--- config.mk ---
export PLATFORM = sky130hd
export DESIGN_NAME = spr_param_regs
export DESIGN_NICKNAME = d
export VERILOG_FILES = /design/src/common/spr_pkg.sv /design/src/rtl/spr_param_regs.sv
export SDC_FILE = /design/constraint.sdc
export NUM_CORES = 1
export LEC_CHECK = 0
export BUFFER_PORTS_ARGS = -buffer_cell sky130_fd_sc_hd__buf_2
export CORE_ASPECT_RATIO = 2
export CORE_UTILIZATION = 64
export DETAILED_ROUTE_END_ITERATION = 7
export PLACE_DENSITY = 0.95
export SYNTH_ARGS = -nofsm -noshare
export SYNTH_HDL_FRONTEND = slang
export SYNTH_SLANG_ARGS = --single-unit
--- constraint.sdc ---
create_clock -name clk -period 9.12 [get_ports clk]
set_input_delay 0.456 -clock clk [delete_from_list [all_inputs] [get_ports clk]]
set_output_delay 0.456 -clock clk [all_outputs]
set_load 0.05 [all_outputs]
--- src/common/spr_pkg.sv ---
// Shared constants for the serial terminal parameter register block.
package spr_pkg;
  // ==========================================================
  // Register indices
  localparam logic [5:0] ADDR_THRESH = 6'h12;
  localparam logic [5:0] ADDR_UNLOCK = 6'h1f;
  localparam logic [5:0] ADDR_BAUD   = 6'h20;
  localparam logic [5:0] ADDR_FRAME  = 6'h21;
  localparam logic [5:0] ADDR_FEAT   = 6'h22;
  localparam logic [5:0] ADDR_LEN    = 6'h23;
  localparam logic [5:0] MFR_FIRST   = 6'h10;
  // ==========================================================
  // Reset values and the unlock key
  localparam logic [15:0] RST_THRESH = 16'h0080;
  localparam logic [15:0] RST_BAUD   = 16'h0006;
  localparam logic [15:0] RST_FRAME  = 16'h0003;
  localparam logic [15:0] RST_FEAT   = 16'h0003;
  localparam logic [15:0] RST_LEN    = 16'h0003;
  localparam logic [15:0] UNLOCK_KEY = 16'h1235;
  localparam logic [7:0]  CUSTOM_LB  = 8'hff;
  // ==========================================================
  // Control byte and feature bit positions
  localparam int CB_REG = 7;
  localparam int CB_WR  = 6;
  localparam int CB_SND = 3;
  localparam int CB_IR  = 2;
  localparam int FB_RTS = 0;
  localparam int FB_ALT = 1;
  localparam int FB_DLY = 2;
  localparam int FB_XTX = 3;
  localparam int FB_XRX = 4;
  localparam int FB_CNT = 6;
  // ==========================================================
  // Flow control characters and levels
  localparam logic [7:0] CH_XOFF = 8'h13;
  localparam logic [7:0] CH_XON  = 8'h11;
  localparam logic [7:0] LVL_HI  = 8'd118;
  localparam logic [7:0] LVL_LO  = 8'd18;
  // ==========================================================
  // Bit periods in clock cycles
  localparam int CLK_HZ = 25_000_000;
  localparam int CUST_HZ = 4_000_000;
  localparam logic [15:0] CYC_1200  = 16'(CLK_HZ / 1200);
  localparam logic [15:0] CYC_2400  = 16'(CLK_HZ / 2400);
  localparam logic [15:0] CYC_4800  = 16'(CLK_HZ / 4800);
  localparam logic [15:0] CYC_9600  = 16'(CLK_HZ / 9600);
  localparam logic [15:0] CYC_19200 = 16'(CLK_HZ / 19200);
  localparam logic [15:0] CYC_CUST  = 16'(16 * CLK_HZ / CUST_HZ);
  localparam int FIFO_DEPTH = 16;
endpackage

--- src/rtl/spr_param_regs.sv ---
// Parameter registers, register access and flow control of a serial terminal.
`timescale 1ns/1ps
`default_nettype none

// ==========================================================
// Send buffer
module spr_fifo #(
  parameter int W = 8,
  parameter int D = 16
) (
  input  wire logic         clk,
  input  wire logic         srst,
  input  wire logic         flush,
  input  wire logic         inValid,
  output logic              inReady,
  input  wire logic [W-1:0] inData,
  output logic              outValid,
  input  wire logic         outReady,
  output logic [W-1:0]      outData
);
  localparam int AW = $clog2(D);
  logic [W-1:0] mem [D];
  logic [AW-1:0] wPtr_reg, rPtr_reg;
  logic [AW:0]   cnt_reg, cnt_next;
  logic          notFull_reg;
  wire doWr = inValid && notFull_reg;
  wire doRd = outReady && (cnt_reg != '0);
  assign inReady  = notFull_reg;
  assign outValid = cnt_reg != '0;
  assign outData  = mem[rPtr_reg];
  assign cnt_next = flush ? '0 : cnt_reg + (AW+1)'(doWr) - (AW+1)'(doRd);
  always_ff @(posedge clk) begin
    if (doWr) mem[wPtr_reg] <= inData;
  end
  always_ff @(posedge clk) begin
    if (srst || flush) begin
      wPtr_reg <= '0;
      rPtr_reg <= '0;
    end else begin
      wPtr_reg <= wPtr_reg + AW'(doWr);
      rPtr_reg <= rPtr_reg + AW'(doRd);
    end
    cnt_reg  <= srst ? '0 : cnt_next;
    notFull_reg <= srst || (cnt_next != (AW+1)'(D));
  end
endmodule

// Function
// - Manufacturer registers locked without unlock word
// - Parameter writes persisted to nonvolatile store
// - Buffer-full flag at threshold low byte
// - Key 0x1235 unlocks, other values lock
// - Unlock word reads back, zero when locked
// - Low byte 0xFF gives custom rate
// - Frame bits select data, parity, stops
// - Feature bit 0 enables RTS/CTS
// - Feature bit 1 selects output format
// - Feature bit 2 delays status byte
// - XOFF halts sending until XON
// - Send XOFF at 118, XON below 18
// - Rising control bit 3 sends buffer
// - Status bit 2 acknowledges, control bit 3 low clears
// - Mapped length 1..5 bytes, default 3
// - Control bit 7 selects register mode
// - Read returns value without change
// - Write stores data, acknowledged in status
// - Address from control bits 5..0
// - Status byte then two value bytes
// - Init blocks, flushes, reloads, acknowledges
// - Write acknowledge echoes address with bit 7
module spr_param_regs (
  input  wire logic        clk,
  input  wire logic        srst,
  // Output process image from the coupler
  input  wire logic        imageValid,
  input  wire logic [7:0]  ctrlByte,
  input  wire logic [7:0]  dataOutHi,
  input  wire logic [7:0]  dataOutLo,
  // Input process image to the coupler
  output logic [7:0]       statusByte,
  output logic [7:0]       dataInHi,
  output logic [7:0]       dataInLo,
  // Nonvolatile store write port
  output logic             nvWrite,
  output logic [5:0]       nvAddr,
  output logic [15:0]      nvData,
  // Active serial settings
  output logic [15:0]      bitPeriod,
  output logic             dataBits8,
  output logic             parityEn,
  output logic             parityOdd,
  output logic             twoStop,
  output logic             rtsCtsEn,
  output logic             altFormat,
  output logic [2:0]       mappedLen,
  output logic             serialBlocked,
  // Receiver side
  input  wire logic [7:0]  rxFillLevel,
  input  wire logic        rxCharValid,
  input  wire logic [7:0]  rxChar,
  output logic             bufFull,
  output logic             flowValid,
  output logic [7:0]       flowChar,
  // Send path
  input  wire logic        loadValid,
  output logic             loadReady,
  input  wire logic [7:0]  loadData,
  output logic             txValid,
  input  wire logic        txReady,
  output logic [7:0]       txData
);
  import spr_pkg::*;

  // ==========================================================
  // Stored registers and active copies
  logic [15:0] thresh_reg, unlock_reg, baud_reg, frame_reg, feat_reg, len_reg;
  logic [15:0] aThresh_reg, aBaud_reg, aFrame_reg, aFeat_reg, aLen_reg;
  logic [7:0]  status_reg, statusPipe_reg, dHi_reg, dLo_reg;
  logic        initAck_reg, sending_reg, contAck_reg, prevSnd_reg;
  logic        txHalt_reg, xoffSent_reg, flowValid_reg, bufFull_reg;
  logic [7:0]  flowChar_reg, txData_reg;
  logic        txValid_reg, nvWrite_reg;
  logic [5:0]  nvAddr_reg;
  logic [15:0] nvData_reg, bitPeriod_reg;

  // ==========================================================
  // Control byte decode
  wire       regMode  = imageValid && ctrlByte[CB_REG];
  wire [5:0] regIndex = ctrlByte[5:0];
  wire       isWrite  = regMode && ctrlByte[CB_WR];
  wire       isRead   = regMode && !ctrlByte[CB_WR];
  wire       pdMode   = imageValid && !ctrlByte[CB_REG];
  wire       initReq  = pdMode && ctrlByte[CB_IR];
  wire       sndBit   = pdMode && ctrlByte[CB_SND];
  wire       unlocked = unlock_reg == UNLOCK_KEY;
  wire       protArea = regIndex >= MFR_FIRST && regIndex != ADDR_UNLOCK;
  wire       wrOk     = isWrite && !(protArea && !unlocked);
  wire [15:0] wrVal   = {dataOutHi, dataOutLo};
  wire       wrThr    = wrOk && regIndex == ADDR_THRESH;
  wire       wrUnl    = isWrite && regIndex == ADDR_UNLOCK;
  wire       wrBaud   = wrOk && regIndex == ADDR_BAUD;
  wire       wrFrm    = wrOk && regIndex == ADDR_FRAME;
  wire       wrFeat   = wrOk && regIndex == ADDR_FEAT;
  wire       wrLen    = wrOk && regIndex == ADDR_LEN;
  wire       stored   = wrThr || wrBaud || wrFrm || wrFeat || wrLen;
  wire [15:0] unlRead = unlocked ? unlock_reg : 16'h0000;
  wire [15:0] rdVal   =
    (regIndex == ADDR_THRESH) ? thresh_reg :
    (regIndex == ADDR_UNLOCK) ? unlRead :
    (regIndex == ADDR_BAUD)   ? baud_reg :
    (regIndex == ADDR_FRAME)  ? frame_reg :
    (regIndex == ADDR_FEAT)   ? feat_reg :
    (regIndex == ADDR_LEN)    ? len_reg : 16'h0000;

  // ==========================================================
  // Register storage
  always_ff @(posedge clk) begin
    if (srst) begin
      thresh_reg <= RST_THRESH;
      unlock_reg <= 16'h0000;
      baud_reg   <= RST_BAUD;
      frame_reg  <= RST_FRAME;
      feat_reg   <= RST_FEAT;
      len_reg    <= RST_LEN;
    end else begin
      if (wrThr) thresh_reg <= wrVal;
      if (wrUnl) unlock_reg <= wrVal;
      if (wrBaud) baud_reg <= wrVal;
      if (wrFrm) frame_reg <= wrVal;
      if (wrFeat) feat_reg <= wrVal;
      if (wrLen) len_reg <= wrVal;
    end
  end

  // The unlock word lives in RAM only, so it is never persisted.
  always_ff @(posedge clk) begin
    nvWrite_reg <= !srst && stored;
    if (stored) {nvAddr_reg, nvData_reg} <= {regIndex, wrVal};
  end

  // ==========================================================
  // Init request: settings take effect only when reloaded here
  always_ff @(posedge clk) begin
    if (srst) begin
      aThresh_reg <= RST_THRESH;
      aBaud_reg   <= RST_BAUD;
      aFrame_reg  <= RST_FRAME;
      aFeat_reg   <= RST_FEAT;
      aLen_reg    <= RST_LEN;
      initAck_reg <= 1'b0;
    end else if (initReq) begin
      aThresh_reg <= thresh_reg;
      aBaud_reg   <= baud_reg;
      aFrame_reg  <= frame_reg;
      aFeat_reg   <= feat_reg;
      aLen_reg    <= len_reg;
      initAck_reg <= 1'b1;
    end else if (pdMode) begin
      initAck_reg <= 1'b0;
    end
  end

  // ==========================================================
  // Setting decode
  wire [2:0] bCode = aBaud_reg[2:0];
  wire [15:0] custCyc = 16'(CYC_CUST * (aBaud_reg[15:8] + 9'd1));
  wire [15:0] stdCyc =
    (bCode == 3'b011) ? CYC_1200 :
    (bCode == 3'b100) ? CYC_2400 :
    (bCode == 3'b101) ? CYC_4800 :
    (bCode == 3'b111) ? CYC_19200 : CYC_9600;
  wire custom = aBaud_reg[7:0] == CUSTOM_LB;
  wire [2:0] fCode = aFrame_reg[2:0];
  wire [7:0] lenLo = aLen_reg[7:0];
  wire [2:0] lenClip = (lenLo == 8'd0) ? 3'd1 : (lenLo > 8'd5) ? 3'd5 : lenLo[2:0];

  always_ff @(posedge clk) begin
    bitPeriod_reg <= custom ? custCyc : stdCyc;
    bufFull_reg   <= !srst && rxFillLevel >= aThresh_reg[7:0];
    dataBits8     <= fCode >= 3'b011;
    parityEn      <= fCode != 3'b011;
    parityOdd     <= fCode == 3'b010 || fCode == 3'b101;
    mappedLen     <= lenClip;
  end

  // ==========================================================
  // Flow control
  wire xTx = aFeat_reg[FB_XTX];
  wire xRx = aFeat_reg[FB_XRX];
  wire needXoff = xRx && !xoffSent_reg && rxFillLevel >= LVL_HI;
  wire needXon  = xoffSent_reg && rxFillLevel < LVL_LO;
  always_ff @(posedge clk) begin
    if (srst || initReq) begin
      txHalt_reg    <= 1'b0;
      xoffSent_reg  <= 1'b0;
      flowValid_reg <= 1'b0;
      flowChar_reg  <= 8'h00;
    end else begin
      if (rxCharValid && xTx && rxChar == CH_XOFF) txHalt_reg <= 1'b1;
      else if (rxCharValid && rxChar == CH_XON) txHalt_reg <= 1'b0;
      flowValid_reg <= needXoff || needXon;
      if (needXoff) begin
        flowChar_reg <= CH_XOFF;
        xoffSent_reg <= 1'b1;
      end else if (needXon) begin
        flowChar_reg <= CH_XON;
        xoffSent_reg <= 1'b0;
      end
    end
  end

  // ==========================================================
  // Send path with continuous-send mode
  wire       fOutValid;
  wire [7:0] fOutData;
  wire       contMode = aFeat_reg[FB_CNT];
  wire       canGo = !txHalt_reg && !initReq && (!contMode || sending_reg);
  wire       take  = canGo && (!txValid_reg || txReady);
  wire       sndRise = sndBit && !prevSnd_reg;
  wire       sendDone = sending_reg && !fOutValid && (!txValid_reg || txReady);

  spr_fifo #(.W(8), .D(FIFO_DEPTH)) sendBuf (
    .clk      (clk),
    .srst     (srst),
    .flush    (initReq),
    .inValid  (loadValid),
    .inReady  (loadReady),
    .inData   (loadData),
    .outValid (fOutValid),
    .outReady (take),
    .outData  (fOutData)
  );

  always_ff @(posedge clk) begin
    if (srst || initReq) begin
      txValid_reg <= 1'b0;
      sending_reg <= 1'b0;
      contAck_reg <= 1'b0;
      prevSnd_reg <= 1'b0;
    end else begin
      if (take) txValid_reg <= fOutValid;
      else if (txReady) txValid_reg <= 1'b0;
      if (imageValid) prevSnd_reg <= sndBit;
      if (contMode && sndRise) sending_reg <= 1'b1;
      else if (sendDone) sending_reg <= 1'b0;
      // The acknowledge set wins over a clear in the same cycle.
      if (sendDone && contMode) contAck_reg <= 1'b1;
      else if (pdMode && !ctrlByte[CB_SND]) contAck_reg <= 1'b0;
    end
    if (take && fOutValid) txData_reg <= fOutData;
  end

  // ==========================================================
  // Input image
  wire [7:0] pdStatus = {4'h0, bufFull_reg, initAck_reg | contAck_reg, 2'b00};
  wire [7:0] rgStatus = {1'b1, 1'b0, regIndex};
  wire [7:0] sNext = regMode ? rgStatus : pdStatus;
  always_ff @(posedge clk) begin
    if (srst) begin
      {statusPipe_reg, status_reg, dHi_reg, dLo_reg} <= 32'h0000_0000;
    end else begin
      statusPipe_reg <= sNext;
      status_reg <= aFeat_reg[FB_DLY] ? statusPipe_reg : sNext;
      if (isRead) {dHi_reg, dLo_reg} <= rdVal;
      else if (isWrite) {dHi_reg, dLo_reg} <= 16'h0000;
    end
  end

  assign statusByte = status_reg;
  assign dataInHi = dHi_reg;
  assign dataInLo = dLo_reg;
  assign nvWrite = nvWrite_reg;
  assign nvAddr = nvAddr_reg;
  assign nvData = nvData_reg;
  assign bitPeriod = bitPeriod_reg;
  assign twoStop = aFrame_reg[3];
  assign rtsCtsEn = aFeat_reg[FB_RTS];
  assign altFormat = aFeat_reg[FB_ALT];
  assign serialBlocked = initAck_reg;
  assign bufFull = bufFull_reg;
  assign flowValid = flowValid_reg;
  assign flowChar = flowChar_reg;
  assign txValid = txValid_reg;
  assign txData = txData_reg;
endmodule

`default_nettype wire

==> out/metrics.yaml <==
cts_sinks: 373
route.detailed.drc: 20
stdcell_area_mm2: 0.0173
power.density_mw_per_mm2: 222
hold_start: "rxChar[1]"
postCtsSetupRepairBufs: 0
finalMaxSlewViolations: 0
max-vdd-ir-drop_uv: 161
crit_chain: "and3_1 > nand3_1 > xnor2_1 > ha_1 > ha_1 > inv_1 > fa_1 > inv_1 > ha_1 > nand3_1 > o211ai_1 > nor2_1 > xnor2_1 > a41o_1"
placed_cell_area_mm2: 0.0162
required_ns: 9.57
start_kind: "register"
slowest_stage: "fa_1"
synth.avg_cell_area_um2: 12.2
clockBufferDepth: 3
maxCapViolations: 0
path_depth: 14
setup.worst_path.start: "aBaud_reg[8]"
final_common_cell: "dfxtp_1"
largest_reg_flops: 128
rsz0062_at_grt: "no"
max_stage_delay_ns: 0.49
grt_max_degree: 102
arrival_ns: 4.13
yosysWarnings: 0
grt_overflow: 0
violations: "DRC"
clock_skew_ns: 0.0213
fmax_mhz: 272
min_path_cells: 3
syn_inst: 1260
drtAntennaViolNets: 0
finalSetupTns_ns: 0
core_mm2: 0.0234
ff2ff_setup_slack_ns: 5.44
regMostFlops: "sendBuf.mem"
slew_headroom_pct: 22.8
io_pins: 147
tritoncts: "done"
worstRegToRegCells: 14
start_util_pct: 65.6
status: "complete, but fails checks"
final_cell_mix: "dfxtp_1 (213), edfxtp_1 (158), buf_2 (139), nor2_1 (133), nand2_1 (131)"
die_x_um: 112
netlist_area_mm2: 0.0154
async_flop_share_pct: 0
ys_ff_latch: 373
numCtsBuffers: 31
viasPerCell: 6.41
gp_congestion: 0.886
syn_to_final_growth_pct: 12.2
ys_types: 66
root_buffer: "clkbuf_16"
multiInputGateArea_mm2: 0.00586
drt-total-wl_um: 40200
regArea_mm2: 0.00905
finalCriticalPeriod_ns: 3.68
finalHoldViolations: 0
nFillCells: 1426
antenna_found_initial: 1
grt_pass1_wl_um: 61000
grt_pass1_vias: 11100
num_vias: 10800
final_nets: 1482
r2r_start: "aBaud_reg[8]"
path_common_cell: "ha_1"
cts_max_level: 1
setup_viol: 0
dp_hpwl_um: 27400
worst_setup_path_end_kind: "register"
post_route_cells_drive_above_1_share_pct: 19.2
period_share_pct: 40.3
cts_resized: 0
clk_latency_ns: 0.58
grt_usage_pct: 32.9
cp_max_fo: 7
die-area_mm2: 0.0247
leakagePower_nw: 7.01
clk_pin_slew_worst_paths_ns: 0.07
min_path_type: "input pin to register"
critPathBufInv: 2
synth_seq_area_share_pct: 58.8
post_drt_wl_per_cell_um: 23.8
rows: 79
whs_ns: 0.149
synth_enable_flop_cells: 158
synth_top_flop_cell: "dfxtp_1"
ctsHoldBuffers: 0
drt_iter0_drc: 1093
io_buffers: 140
drt_first_pass_iters: 8
crit_type: "register to register"
worstMarginPinSlew_ns: 1.16
die_h_um: 221
cp_top_family: "adder cells"
==> logic make-up (layout without fill, tap and decap cells) <==
group,after synthesis,in the layout,synth area share [%]
mux,155,155,13.9
other cells,1,9,0.0244
simple gates,367,367,11.1
flops,373,373,58.8
buf+inv,114,249,3.21
compound gates,173,173,6.92
xor+xnor,24,24,1.37
fa+ha+maj,53,53,4.56
==> per-stage QoR <==
step	total power [mW]	instances	setup slack (ns)	util, %
floorplan	2.33	1265	5.88	-
global placement	2.47	1625	5.58	69.2
detailed placement	2.49	1625	5.52	69.2
CTS	3.83	1683	5.49	73.6
global route	3.94	1684	5.25	73.6
finish	3.83	1686	5.44	73.6
==> per-layer routing <==
metal,wire length (µm),up-vias,global-route usage [%]
li1,-,4747,-
met1,12200,5223,31.3
met2,21900,623,61.3
met3,2440,214,4.55
met4,3620,0,27.2
met5,0,-,0
==> cell type report <==
type	instances	share of cell area, %
flip-flops and latches	373	52.5
multi-input cells	778	34.0
clock buffers	45	5.27
repair buffers	150	4.51
well taps	283	2.05
inverters	41	0.892
clock inverters	13	0.769
diodes	3	0.0435
==> synth_stat cells (all sizes together), types with 20 or more instances <==
cell | n | area share (%)
mux4 | 47 | 6.9
ha | 48 | 3.9
mux2i | 104 | 6.8
nor2 | 133 | 3.2
edfxtp | 158 | 31
a21oi | 71 | 2.3
dfxtp | 215 | 28
clkbuf | 46 | 1.1
nand3 | 20 | 0.65
buf | 27 | 1.1
inv | 41 | 1.0
o21ai | 44 | 1.4
nand2 | 131 | 3.2
==> path summary, 6_finish.rpt <==
kind              endpoint
max          bitPeriod[11]
min reg2reg   mappedLen[0]
min             txHalt_reg
max reg2reg  bitPeriod[11]
==> worst min-delay path: cells and delay by family <==
kind	cells	cell delay (ns)
compound gates	1	0.08
buf+inv	2	0.13
==> report_power, final <==
part / switching (mW) / internal (mW)
clock network: 0.605 / 0.754
logic: 0.364 / 0.239
registers: 0.0567 / 1.81
total: 1.03 / 2.80
Note: power is estimated with default switching activity, not from simulation.
